`config.mk`:
```
export PLATFORM = sky130hd
export DESIGN_NAME = sddc_top
export DESIGN_NICKNAME = d
export VERILOG_FILES = /design/src/hdl/sddc_pkg.sv /design/src/hdl/sddc_sync_if.sv /design/src/hdl/sddc_top.sv /design/src/hdl/sddc_sync.sv
export SDC_FILE = /design/constraint.sdc
export NUM_CORES = 1
export LEC_CHECK = 0
export BUFFER_PORTS_ARGS = -buffer_cell sky130_fd_sc_hd__clkbuf_2
export CELL_PAD_IN_SITES_DETAIL_PLACEMENT = 2
export CELL_PAD_IN_SITES_GLOBAL_PLACEMENT = 2
export CORE_ASPECT_RATIO = 1.4
export CORE_UTILIZATION = 29
export DETAILED_ROUTE_END_ITERATION = 7
export PLACE_DENSITY = 0.8
export RECOVER_POWER = 25
export SLEW_MARGIN = 40
export SYNTH_ARGS = -nofsm -noshare
export SYNTH_HDL_FRONTEND = slang
export SYNTH_SLANG_ARGS = --single-unit
```
`constraint.sdc`:
```
create_clock -name pclk -period 2.1 [get_ports pclk]
set_input_delay 0.105 -clock pclk [delete_from_list [all_inputs] [get_ports pclk]]
set_output_delay 0.105 -clock pclk [all_outputs]
set_load 0.05 [all_outputs]
```
`src/hdl/sddc_pkg.sv`:
```
// Package: register map, field layout and reset values of the drop detector
package sddc_pkg;
    // ------------------------------------------------------------------
    // Register offsets (byte addresses)
    // ------------------------------------------------------------------
    localparam logic [11:0] LOW_VOLTAGE_CONTROL_OFS = 12'h000;
    localparam logic [11:0] FLAG_OFS                = 12'h004;
    localparam logic [11:0] INT_ENABLE_OFS          = 12'h008;
    localparam logic [11:0] SLEEP_CTRL_OFS          = 12'h00C;
    // ------------------------------------------------------------------
    // Control register fields
    // ------------------------------------------------------------------
    localparam int          LVL_LSB     = 0;
    localparam int          LVL_MSB     = 2;
    localparam int          ENABLE_BIT  = 4;
    localparam int          STABLE_BIT  = 5;
    localparam logic [2:0]  LVL_RESET   = 3'h4;
    localparam logic [7:0]  CTRL_RESET  = 8'h04;
    // ------------------------------------------------------------------
    // Other register fields
    // ------------------------------------------------------------------
    localparam int          FLAG_BIT    = 0;
    localparam int          LVIE_BIT    = 0;
    localparam int          PERIPH_IE_BIT = 1;
    localparam int          GLOBAL_IE_BIT = 2;
    localparam int          SLEEP_BIT   = 0;
    // ------------------------------------------------------------------
    // Reference settling time
    // ------------------------------------------------------------------
    localparam int          CLK_HZ          = 10_000_000;
    localparam int          SETTLE_US       = 50;
    localparam int          SETTLE_CYCLES   = (SETTLE_US * (CLK_HZ / 1_000_000));
    // Wake sequence
    localparam int          WAKE_INSN_CYCLES = 1;
endpackage

```
`src/hdl/sddc_sync_if.sv`:
```
// Interface: synchronised comparator level between synchroniser and core
`timescale 1ns/1ps
interface sddc_sync_if;
    logic below_trip;
    modport src (output below_trip);
    modport dst (input  below_trip);
endinterface

```
`src/hdl/sddc_top.sv`:
```
// Supply drop detector control logic with APB register slave
//
// Operation
// - The flag sets on a falling crossing below the trip, not on level.
// - The flag stays set until software writes it to zero.
// - Interrupt only while flag and all three enable bits are set.
// - Software writing one to the flag acts like a real drop event.
// - Reference-stable reads one once settled, valid with fast osc on.
// - In sleep a set flag with both local enables wakes the core.
// - Such a wake with global enable runs one instruction, then vectors.
// - Control register resets to 00-100 with unused bits reading zero.
//
// The implementer's own choices: the address map and the APB register port.
`timescale 1ns/1ps
module sddc_top #(
    parameter int SETTLE_CYCLES = sddc_pkg::SETTLE_CYCLES
) (
    // Clock and reset
    input  wire logic        pclk,
    input  wire logic        presetn,
    // APB slave
    input  wire logic        psel,
    input  wire logic        penable,
    input  wire logic        pwrite,
    input  wire logic [11:0] paddr,
    input  wire logic [31:0] pwdata,
    output logic [31:0]      prdata,
    output logic             pready,
    output logic             pslverr,
    // Analog side
    input  wire logic        comp_below_raw,
    input  wire logic        fast_internal_oscillator,
    output logic             detector_power,
    output logic [2:0]       trip_level_select,
    // Core side
    output logic             irq,
    output logic             wake,
    output logic             vector_req
);
    // ------------------------------------------------------------------
    // Synchroniser
    // ------------------------------------------------------------------
    sddc_sync_if sync_bus ();

    sddc_sync u_sync (
        .pclk           (pclk),
        .presetn        (presetn),
        .comp_below_raw (comp_below_raw),
        .sync_o         (sync_bus)
    );

    // ------------------------------------------------------------------
    // Registers
    // ------------------------------------------------------------------
    typedef enum logic [1:0] {SDDC_AWAKE, SDDC_RUN_ONE, SDDC_VECTOR}
        sddc_wake_e;

    logic        enable_q,   enable_d;
    logic [2:0]  level_q,    level_d;
    logic        flag_q,     flag_d;
    logic        lvie_q,     lvie_d;
    logic        periph_ie_q, periph_ie_d;
    logic        global_ie_q, global_ie_d;
    logic        sleep_q,    sleep_d;
    logic        below_q;
    logic [31:0] settle_q,   settle_d;
    logic        stable_q,   stable_d;
    logic [31:0] prdata_q,   prdata_d;
    sddc_wake_e  wst_q,      wst_d;

    // ------------------------------------------------------------------
    // Bus decode
    // ------------------------------------------------------------------
    wire wr_acc   = psel & penable & pwrite;
    wire sel_ctrl = (paddr == sddc_pkg::LOW_VOLTAGE_CONTROL_OFS);
    wire sel_flag = (paddr == sddc_pkg::FLAG_OFS);
    wire sel_ie   = (paddr == sddc_pkg::INT_ENABLE_OFS);
    wire sel_slp  = (paddr == sddc_pkg::SLEEP_CTRL_OFS);
    wire mapped   = sel_ctrl | sel_flag | sel_ie | sel_slp;
    wire wr_ctrl  = wr_acc & sel_ctrl;
    wire wr_flag  = wr_acc & sel_flag;
    wire wr_ie    = wr_acc & sel_ie;
    wire wr_slp   = wr_acc & sel_slp;

    assign pready  = 1'b1;
    assign pslverr = psel & penable & ~mapped;
    assign prdata  = prdata_q;

    // ------------------------------------------------------------------
    // Detection
    // ------------------------------------------------------------------
    // Falling crossing edge detect
    wire fall_evt = enable_q & sync_bus.below_trip & ~below_q;
    wire sw_set   = wr_flag & pwdata[sddc_pkg::FLAG_BIT];
    wire sw_clr   = wr_flag & ~pwdata[sddc_pkg::FLAG_BIT];
    assign flag_d = (fall_evt | sw_set) ? 1'b1 : (sw_clr ? 1'b0 : flag_q);

    assign enable_d = wr_ctrl ? pwdata[sddc_pkg::ENABLE_BIT] : enable_q;
    assign level_d  = wr_ctrl ?
        pwdata[sddc_pkg::LVL_MSB:sddc_pkg::LVL_LSB] : level_q;
    assign lvie_d   = wr_ie ? pwdata[sddc_pkg::LVIE_BIT] : lvie_q;
    assign periph_ie_d = wr_ie ?
        pwdata[sddc_pkg::PERIPH_IE_BIT] : periph_ie_q;
    assign global_ie_d = wr_ie ?
        pwdata[sddc_pkg::GLOBAL_IE_BIT] : global_ie_q;

    assign detector_power    = enable_q;
    assign trip_level_select = level_q;

    wire settled = (settle_q >= 32'(SETTLE_CYCLES));
    assign settle_d = !enable_q ? 32'h0000_0000 :
                      (settled ? settle_q : settle_q + 32'h0000_0001);
    assign stable_d = enable_q & settled & fast_internal_oscillator;

    // ------------------------------------------------------------------
    // Interrupt, wake and vector
    // ------------------------------------------------------------------
    // Four-way interrupt gate
    assign irq = flag_q & lvie_q & periph_ie_q & global_ie_q;
    wire wake_cond = sleep_q & flag_q & lvie_q & periph_ie_q;
    assign wake    = wake_cond;
    assign sleep_d = wake_cond ? 1'b0 :
                     (wr_slp ? pwdata[sddc_pkg::SLEEP_BIT] : sleep_q);

    always_comb begin
        wst_d = wst_q;
        case (wst_q)
            SDDC_AWAKE:   if (wake_cond && global_ie_q) wst_d = SDDC_RUN_ONE;
            SDDC_RUN_ONE: wst_d = SDDC_VECTOR;
            SDDC_VECTOR:  wst_d = SDDC_AWAKE;
            default:      wst_d = SDDC_AWAKE;
        endcase
    end
    assign vector_req = (wst_q == SDDC_VECTOR);

    // ------------------------------------------------------------------
    // Read data
    // ------------------------------------------------------------------
    // Unused control bits read zero
    wire [31:0] ctrl_rd = {26'h0, stable_q, enable_q, 1'b0, level_q};
    wire [31:0] flag_rd = {31'h0, flag_q};
    wire [31:0] ie_rd   = {29'h0, global_ie_q, periph_ie_q, lvie_q};
    wire [31:0] slp_rd  = {31'h0, sleep_q};
    assign prdata_d = !(psel & ~penable & ~pwrite) ? prdata_q :
                      sel_ctrl ? ctrl_rd :
                      sel_flag ? flag_rd :
                      sel_ie   ? ie_rd   :
                      sel_slp  ? slp_rd  : 32'h0000_0000;

    // ------------------------------------------------------------------
    // Flops
    // ------------------------------------------------------------------
    // Control reset value
    always_ff @(posedge pclk or negedge presetn) begin
        if (!presetn) begin
            enable_q <= 1'b0;
            level_q  <= sddc_pkg::LVL_RESET;
            stable_q <= 1'b0;
        end else begin
            enable_q <= enable_d;
            level_q  <= level_d;
            stable_q <= stable_d;
        end
    end

    always_ff @(posedge pclk or negedge presetn) begin
        if (!presetn) begin
            flag_q  <= 1'b0;
            below_q <= 1'b0;
        end else begin
            flag_q  <= flag_d;
            below_q <= sync_bus.below_trip;
        end
    end

    // Interrupt enables and sleep
    always_ff @(posedge pclk or negedge presetn) begin
        if (!presetn) begin
            lvie_q      <= 1'b0;
            periph_ie_q <= 1'b0;
            global_ie_q <= 1'b0;
            sleep_q     <= 1'b0;
        end else begin
            lvie_q      <= lvie_d;
            periph_ie_q <= periph_ie_d;
            global_ie_q <= global_ie_d;
            sleep_q     <= sleep_d;
        end
    end

    always_ff @(posedge pclk or negedge presetn) begin
        if (!presetn) begin
            settle_q <= 32'h0000_0000;
        end else begin
            settle_q <= settle_d;
        end
    end

    // Read data register
    always_ff @(posedge pclk or negedge presetn) begin
        if (!presetn) begin
            prdata_q <= 32'h0000_0000;
        end else begin
            prdata_q <= prdata_d;
        end
    end

    always_ff @(posedge pclk or negedge presetn) begin
        if (!presetn) begin
            wst_q <= SDDC_AWAKE;
        end else begin
            wst_q <= wst_d;
        end
    end
endmodule // sddc_top

```
`src/hdl/sddc_sync.sv`:
```
// Two-stage synchroniser for the analog comparator output
`timescale 1ns/1ps
module sddc_sync (
    // Clock and reset
    input  wire logic   pclk,
    input  wire logic   presetn,
    // Raw comparator
    input  wire logic   comp_below_raw,
    // Synchronised level
    sddc_sync_if.src    sync_o
);
    logic meta_q;
    logic sync_q;

    always_ff @(posedge pclk or negedge presetn) begin
        if (!presetn) begin
            meta_q <= 1'b0;
            sync_q <= 1'b0;
        end else begin
            meta_q <= comp_below_raw;
            sync_q <= meta_q;
        end
    end

    assign sync_o.below_trip = sync_q;
endmodule // sddc_sync

```
; ---- After elaboration in Yosys (flattened, before gate mapping)
; Index checks and enable logic that the tools add are counted.
[classes]
addsub = 1
n_lt_le_gt_ge = 1
n_eq_ne = 7
mux = 12
bitwise_logic = 30
reduce_logical = 5
[op_table]
columns = cell, n
row1 = $mux W32, 2
row2 = $add A32 B1 Y32 const B, 1
row3 = $ge A32 B9 Y1 const B, 1
row4 = $eq A12 B4 Y1 const B, 2
row5 = $and A1 B1 Y1, 21
row6 = $eq A12 B3 Y1 const B, 1
row7 = $logic_not A12 Y1, 1
row8 = $mux W3, 2
row9 = $mux W6, 1
row10 = $mux W1, 5
row11 = $not A1 Y1, 5
row12 = $ne A2 B2 Y1 const B, 2
row13 = $or A1 B1 Y1, 4
row14 = $pmux W2 S2, 1
row15 = $reduce_bool A2 Y1, 2
row16 = $eq A2 B1 Y1 const B, 1
row17 = $eq A2 B2 Y1 const B, 1
row18 = $logic_not A2 Y1, 1
row19 = $mux W2, 1
row20 = $logic_and A1 B1 Y1, 1
[totals]
register_bits = 79
input_bits = 51
out_inout_bits = 41
elab_cells = 70

; ---- Longest topological paths before layout
[logic_depth]
word_depth = 6
mapped_depth = 6
mapped_depth_nobuf = 5

; ---- By module
; From an unflattened synthesis, not the netlist that was laid out.
[hier_totals]
cells_unflattened = 217
hier_area_um2 = 2444.8
[by_module_without_submodules]
columns = module, instances, cells_per_inst, area_per_inst_um2, seq_area_each_um2
row1 = sddc_top, 1, 215, 2394.8, 1252.5
row2 = sddc_sync, 1, 2, 50.0, 50.0

; ---- Least setup slack after synthesis
; OpenSTA, ideal clock, no wires.
[synth_path]
path_kind = input to register
start = in paddr[9]
end = reg enable_q (netlist: detector_power)
setup_ns = 0.125
arrival_time_ns = 1.631
required_ns = 1.975
path_slack_ns = 0.344
cell_stages = 5
n_path_buf = 0
path_cell_list = or4_4 -> nor4_4 -> nand2_4 -> nor3_4 -> mux2_2
[synth_between]
elab_chain_cells = 2
[synth_rtl]
columns = item, line
row1 = start: declaration, sddc_top.sv:25  ; input wire logic [11:0] paddr,
row2 = $logic_not A12 Y1, sddc_top.sv:75  ; wire sel_ctrl = (paddr == sddc_pkg::LOW_VOLTAGE_CONTROL_OFS);
row3 = $and A1 B1 Y1, sddc_top.sv:80  ; wire wr_ctrl = wr_acc & sel_ctrl;
row4 = end signal: assignment, sddc_top.sv:160  ; enable_q <= enable_d;
row5 = end: declaration, sddc_top.sv:58  ; logic enable_q, enable_d;
; No other way between the ends.
; A chain may end at the register's enable or synchronous reset.

; ---- Worst setup path after layout
[layout_path]
start = reg settle_q[13]
end = reg settle_q[1]
[layout_between]
elab_chain_cells = 2
[layout_rtl]
columns = item, line
row1 = start: declaration, sddc_top.sv:66  ; logic [31:0] settle_q, settle_d;
row2 = start signal: assignment, sddc_top.sv:195  ; settle_q <= settle_d;
row3 = $ge A32 B9 Y1, sddc_top.sv:110  ; wire settled = (settle_q >= 32'(SETTLE_CYCLES));
row4 = $ne A2 B2 Y1 (no line), -
; No other way between the ends.

==> impl_metrics.env <==
export IMPL_status="finished, final reports clean"
export IMPL_dieArea_sq_um=8630
export IMPL_antenna_cells=0
export IMPL_synth_seq_cells=52
export IMPL_worst_slack_ns=0.241
export IMPL_clkSinkCount=52
export IMPL_dieWidth_microns=78.8
export IMPL_fin_crit_sh=0.885
export IMPL_syn_area_sq_um=2390
export IMPL_wl_per_cell_microns=15.0
export IMPL_cts_buffers_inserted=5
export IMPL_p_total_w=0.00176
export IMPL_irDropWorstVdd_mv=0.380
export IMPL_insertion_delay_ns=0.32
export IMPL_area_delta_synth_final_pct=12.9
export IMPL_postCtsSetupRepairBufs=0
export IMPL_synth_top_family_by_area="simple AND/OR/NAND/NOR gates"
export IMPL_cts_root_to_sink_buffers=2
export IMPL_grt_pass1_wl_microns=8590
export IMPL_die_h_microns=109
export IMPL_cts_root_buffer="clkbuf_8"
export IMPL_maxCapViolCount=0
export IMPL_drtAntennaViolNets=0
export IMPL_grt_pass1_vias=1805
export IMPL_crit_arrival_ns=2.07
export IMPL_grt_total_usage=0.134
export IMPL_grt_max_degree=53
export IMPL_worstPathMaxFanout=3
export IMPL_first_pass_iters=2
export IMPL_port_buffer_count=35
export IMPL_synth_cell_types=40
export IMPL_h_tree_depth=2
export IMPL_synth_xor_area_frac=0.00732
export IMPL_synth_compound_area_frac=0.0371
export IMPL_cp_required_ns=2.31
export IMPL_viasPerCell=4.58
export IMPL_critPathBufInv=1
export IMPL_drive_above_1_share=0.246
export IMPL_clk_pin_slew_ns=0.10
export IMPL_path_class="reg -> reg"
export IMPL_final_common_cell="dfrtp_1"
export IMPL_power_density_nw_per_um2=652
export IMPL_drcViolationCount=0
export IMPL_dpl_hpwl_microns=3950
export IMPL_crit_path_end_kind="flip-flop"
export IMPL_core_area_sq_um=7890
export IMPL_crit_path_start_kind="flip-flop"
export IMPL_min_path_type="in -> reg"
export IMPL_regArea_sq_um=1300
export IMPL_cts_tree="yes"
export IMPL_rsz0062_at_grt="false"
export IMPL_drt_iter0_drc=48
export IMPL_path_delay_family="simple AND/OR/NAND/NOR gates"
export IMPL_gp_congestion=0.680
export IMPL_syn_inst=213
export IMPL_synth_area_leader_cell="dfrtp_1"
export IMPL_synth_adder_area_share=0.0105
export IMPL_worstMarginPinSlew_ns=1.28
export IMPL_slew_headroom=0.145
export IMPL_fin_crit_ns=1.86
export IMPL_max_freq_mhz=538
export IMPL_synthTopCellsByArea="dfrtp_1 53%, buf_4 8.8%, and2_1 6.0%"
export IMPL_synth_mux_area_frac=0.0716
export IMPL_nNetsFinal=308
export IMPL_syn_avg_cell_area_sq_um=11.2
export IMPL_worst_path_max_delay_cell="a211oi_1"
export IMPL_io_pins=92
export IMPL_clock_skew_ns=0.0106
export IMPL_dp_slack_ns=0.153
export IMPL_p_leak_nw=1.36
export IMPL_grt_antenna_before_repair=0
export IMPL_synthFlopType="dfrtp_1"
export IMPL_vias=1632
export IMPL_fillers=885
export IMPL_synth_edf_count=0
export IMPL_grt_ovfl_total=0
export IMPL_finalSetupTns_ns=0
export IMPL_slew_violations=0
export IMPL_instances_no_fill=356
export IMPL_synth_warnings=0
export IMPL_max_stage_delay_ns=0.40
export IMPL_yosysSeqAreaShare=0.544
export IMPL_multi_input_area_sq_um=941
export IMPL_setup_viol_count_final=0
export IMPL_crit_path_cell_trace="nor4_1, nand4_1, a211oi_1, buf_4, mux2i_1, nor2_1"
export IMPL_dpl_cell_count=346
export IMPL_async_flop_share=1.00
export IMPL_yosys_area_share_simple=0.223
export IMPL_start_util=0.303
export IMPL_netlist_area_leader_share=0.533
export IMPL_wirelength_microns=5340
export IMPL_most_common_layout_cells="51 x dfrtp_1, 36 x clkbuf_2, 28 x conb_1"
export IMPL_placementRows=38
export IMPL_hold_viol=0
-- what timing repair did --
action	4_1_cts	5_1_grt
endpoints found under the setup margin	0	0
gates resized for setup	0	0
hold buffers	2	0
hold endpoints to repair	52	0
-- cell usage after synthesis, types with 3 or more instances --
cell type  count
and2_1        23
and3_1         5
and4_1         3
buf_4         28
clkbuf_1       5
dfrtp_1       51
inv_1          5
mux2_2         7
mux2i_1        7
nand2_1       18
nand3_1        4
nand4_1        3
nor2_1        10
nor3_1         3
nor4_1         5
o21ai_0        4
-- sequential cells by signal (all words and copies together), names as in the netlist, 2 cells and up --
signal,count
settle_q,32
wst_q,2
prdata,5
trip_level_select,3
-- per-layer routing --
metal / wire [microns] / track usage / vias up / share of wire
met4: 159 / 0.0794 / 0 / 0.030
met1: 2050 / 0.132 / 816 / 0.38
met2: 2900 / 0.257 / 56 / 0.54
li1: - / - / 751 / -
met3: 237 / 0.0224 / 9 / 0.044
met5: 0 / 0 / - / 0
-- stage by stage --
step | cell area, sq um | util | hold slack, ns
2_1_floorplan | 2490 | - | -0.191
3_3_place_gp | 2600 | 0.329 | 0.217
3_5_place_dp | 2600 | 0.329 | 0.215
4_1_cts | 2710 | 0.343 | 0.00299
5_1_grt | 2700 | 0.342 | 0.0144
6_report | 2700 | 0.342 | 0.0176
-- cells by family (layout without fill, tap and decap cells) --
| group | after synthesis | count (layout) |
|---|---|---|
| buffers and inverters | 38 | 55 |
| AO/OA/AOI/OAI | 13 | 13 |
| adder cells (fa/ha/maj) | 2 | 2 |
| multiplexers | 15 | 15 |
| other | 2 | 28 |
| XOR/XNOR | 2 | 2 |
| flip-flops | 52 | 52 |
| AND/OR/NAND/NOR | 89 | 89 |
-- report_power, final --
group,internal (W),switching [W]
logic,0.0000241,0.000154
registers,0.00100,0.00000143
clock network,0.000234,0.000343
total,0.00126,0.000499
-- final timing paths --
path | start | endpoint | slack (ns) | cells after the start
max in group asynchronous | presetn | settle_q[31]$_DFFE_PN0P_ | 0.60 | 3
min | pwdata[4] | detector_power$_DFFE_PN0P_ | 0.02 | 2
min reg2reg | u_sync.meta_q$_DFF_PN0_ | u_sync.sync_o.below_trip$_DFF_PN0_ | 0.37 | 0
min in group asynchronous | presetn | settle_q[20]$_DFFE_PN0P_ | 0.71 | 3
max reg2reg | settle_q[13]$_DFFE_PN0P_ | settle_q[1]$_DFFE_PN0P_ | 0.24 | 6
max | settle_q[13]$_DFFE_PN0P_ | settle_q[1]$_DFFE_PN0P_ | 0.24 | 6
-- layout make-up --
cell class,instances,area share
Clock buffer,6,0.0269
Clock inverter,2,0.00463
Inverter,5,0.00694
Multi-Input combinational cell,149,0.348
Sequential cell,52,0.482
Tap cell,100,0.0463
Timing Repair Buffer,42,0.0852
Note: power is estimated with default switching activity, not from simulation.
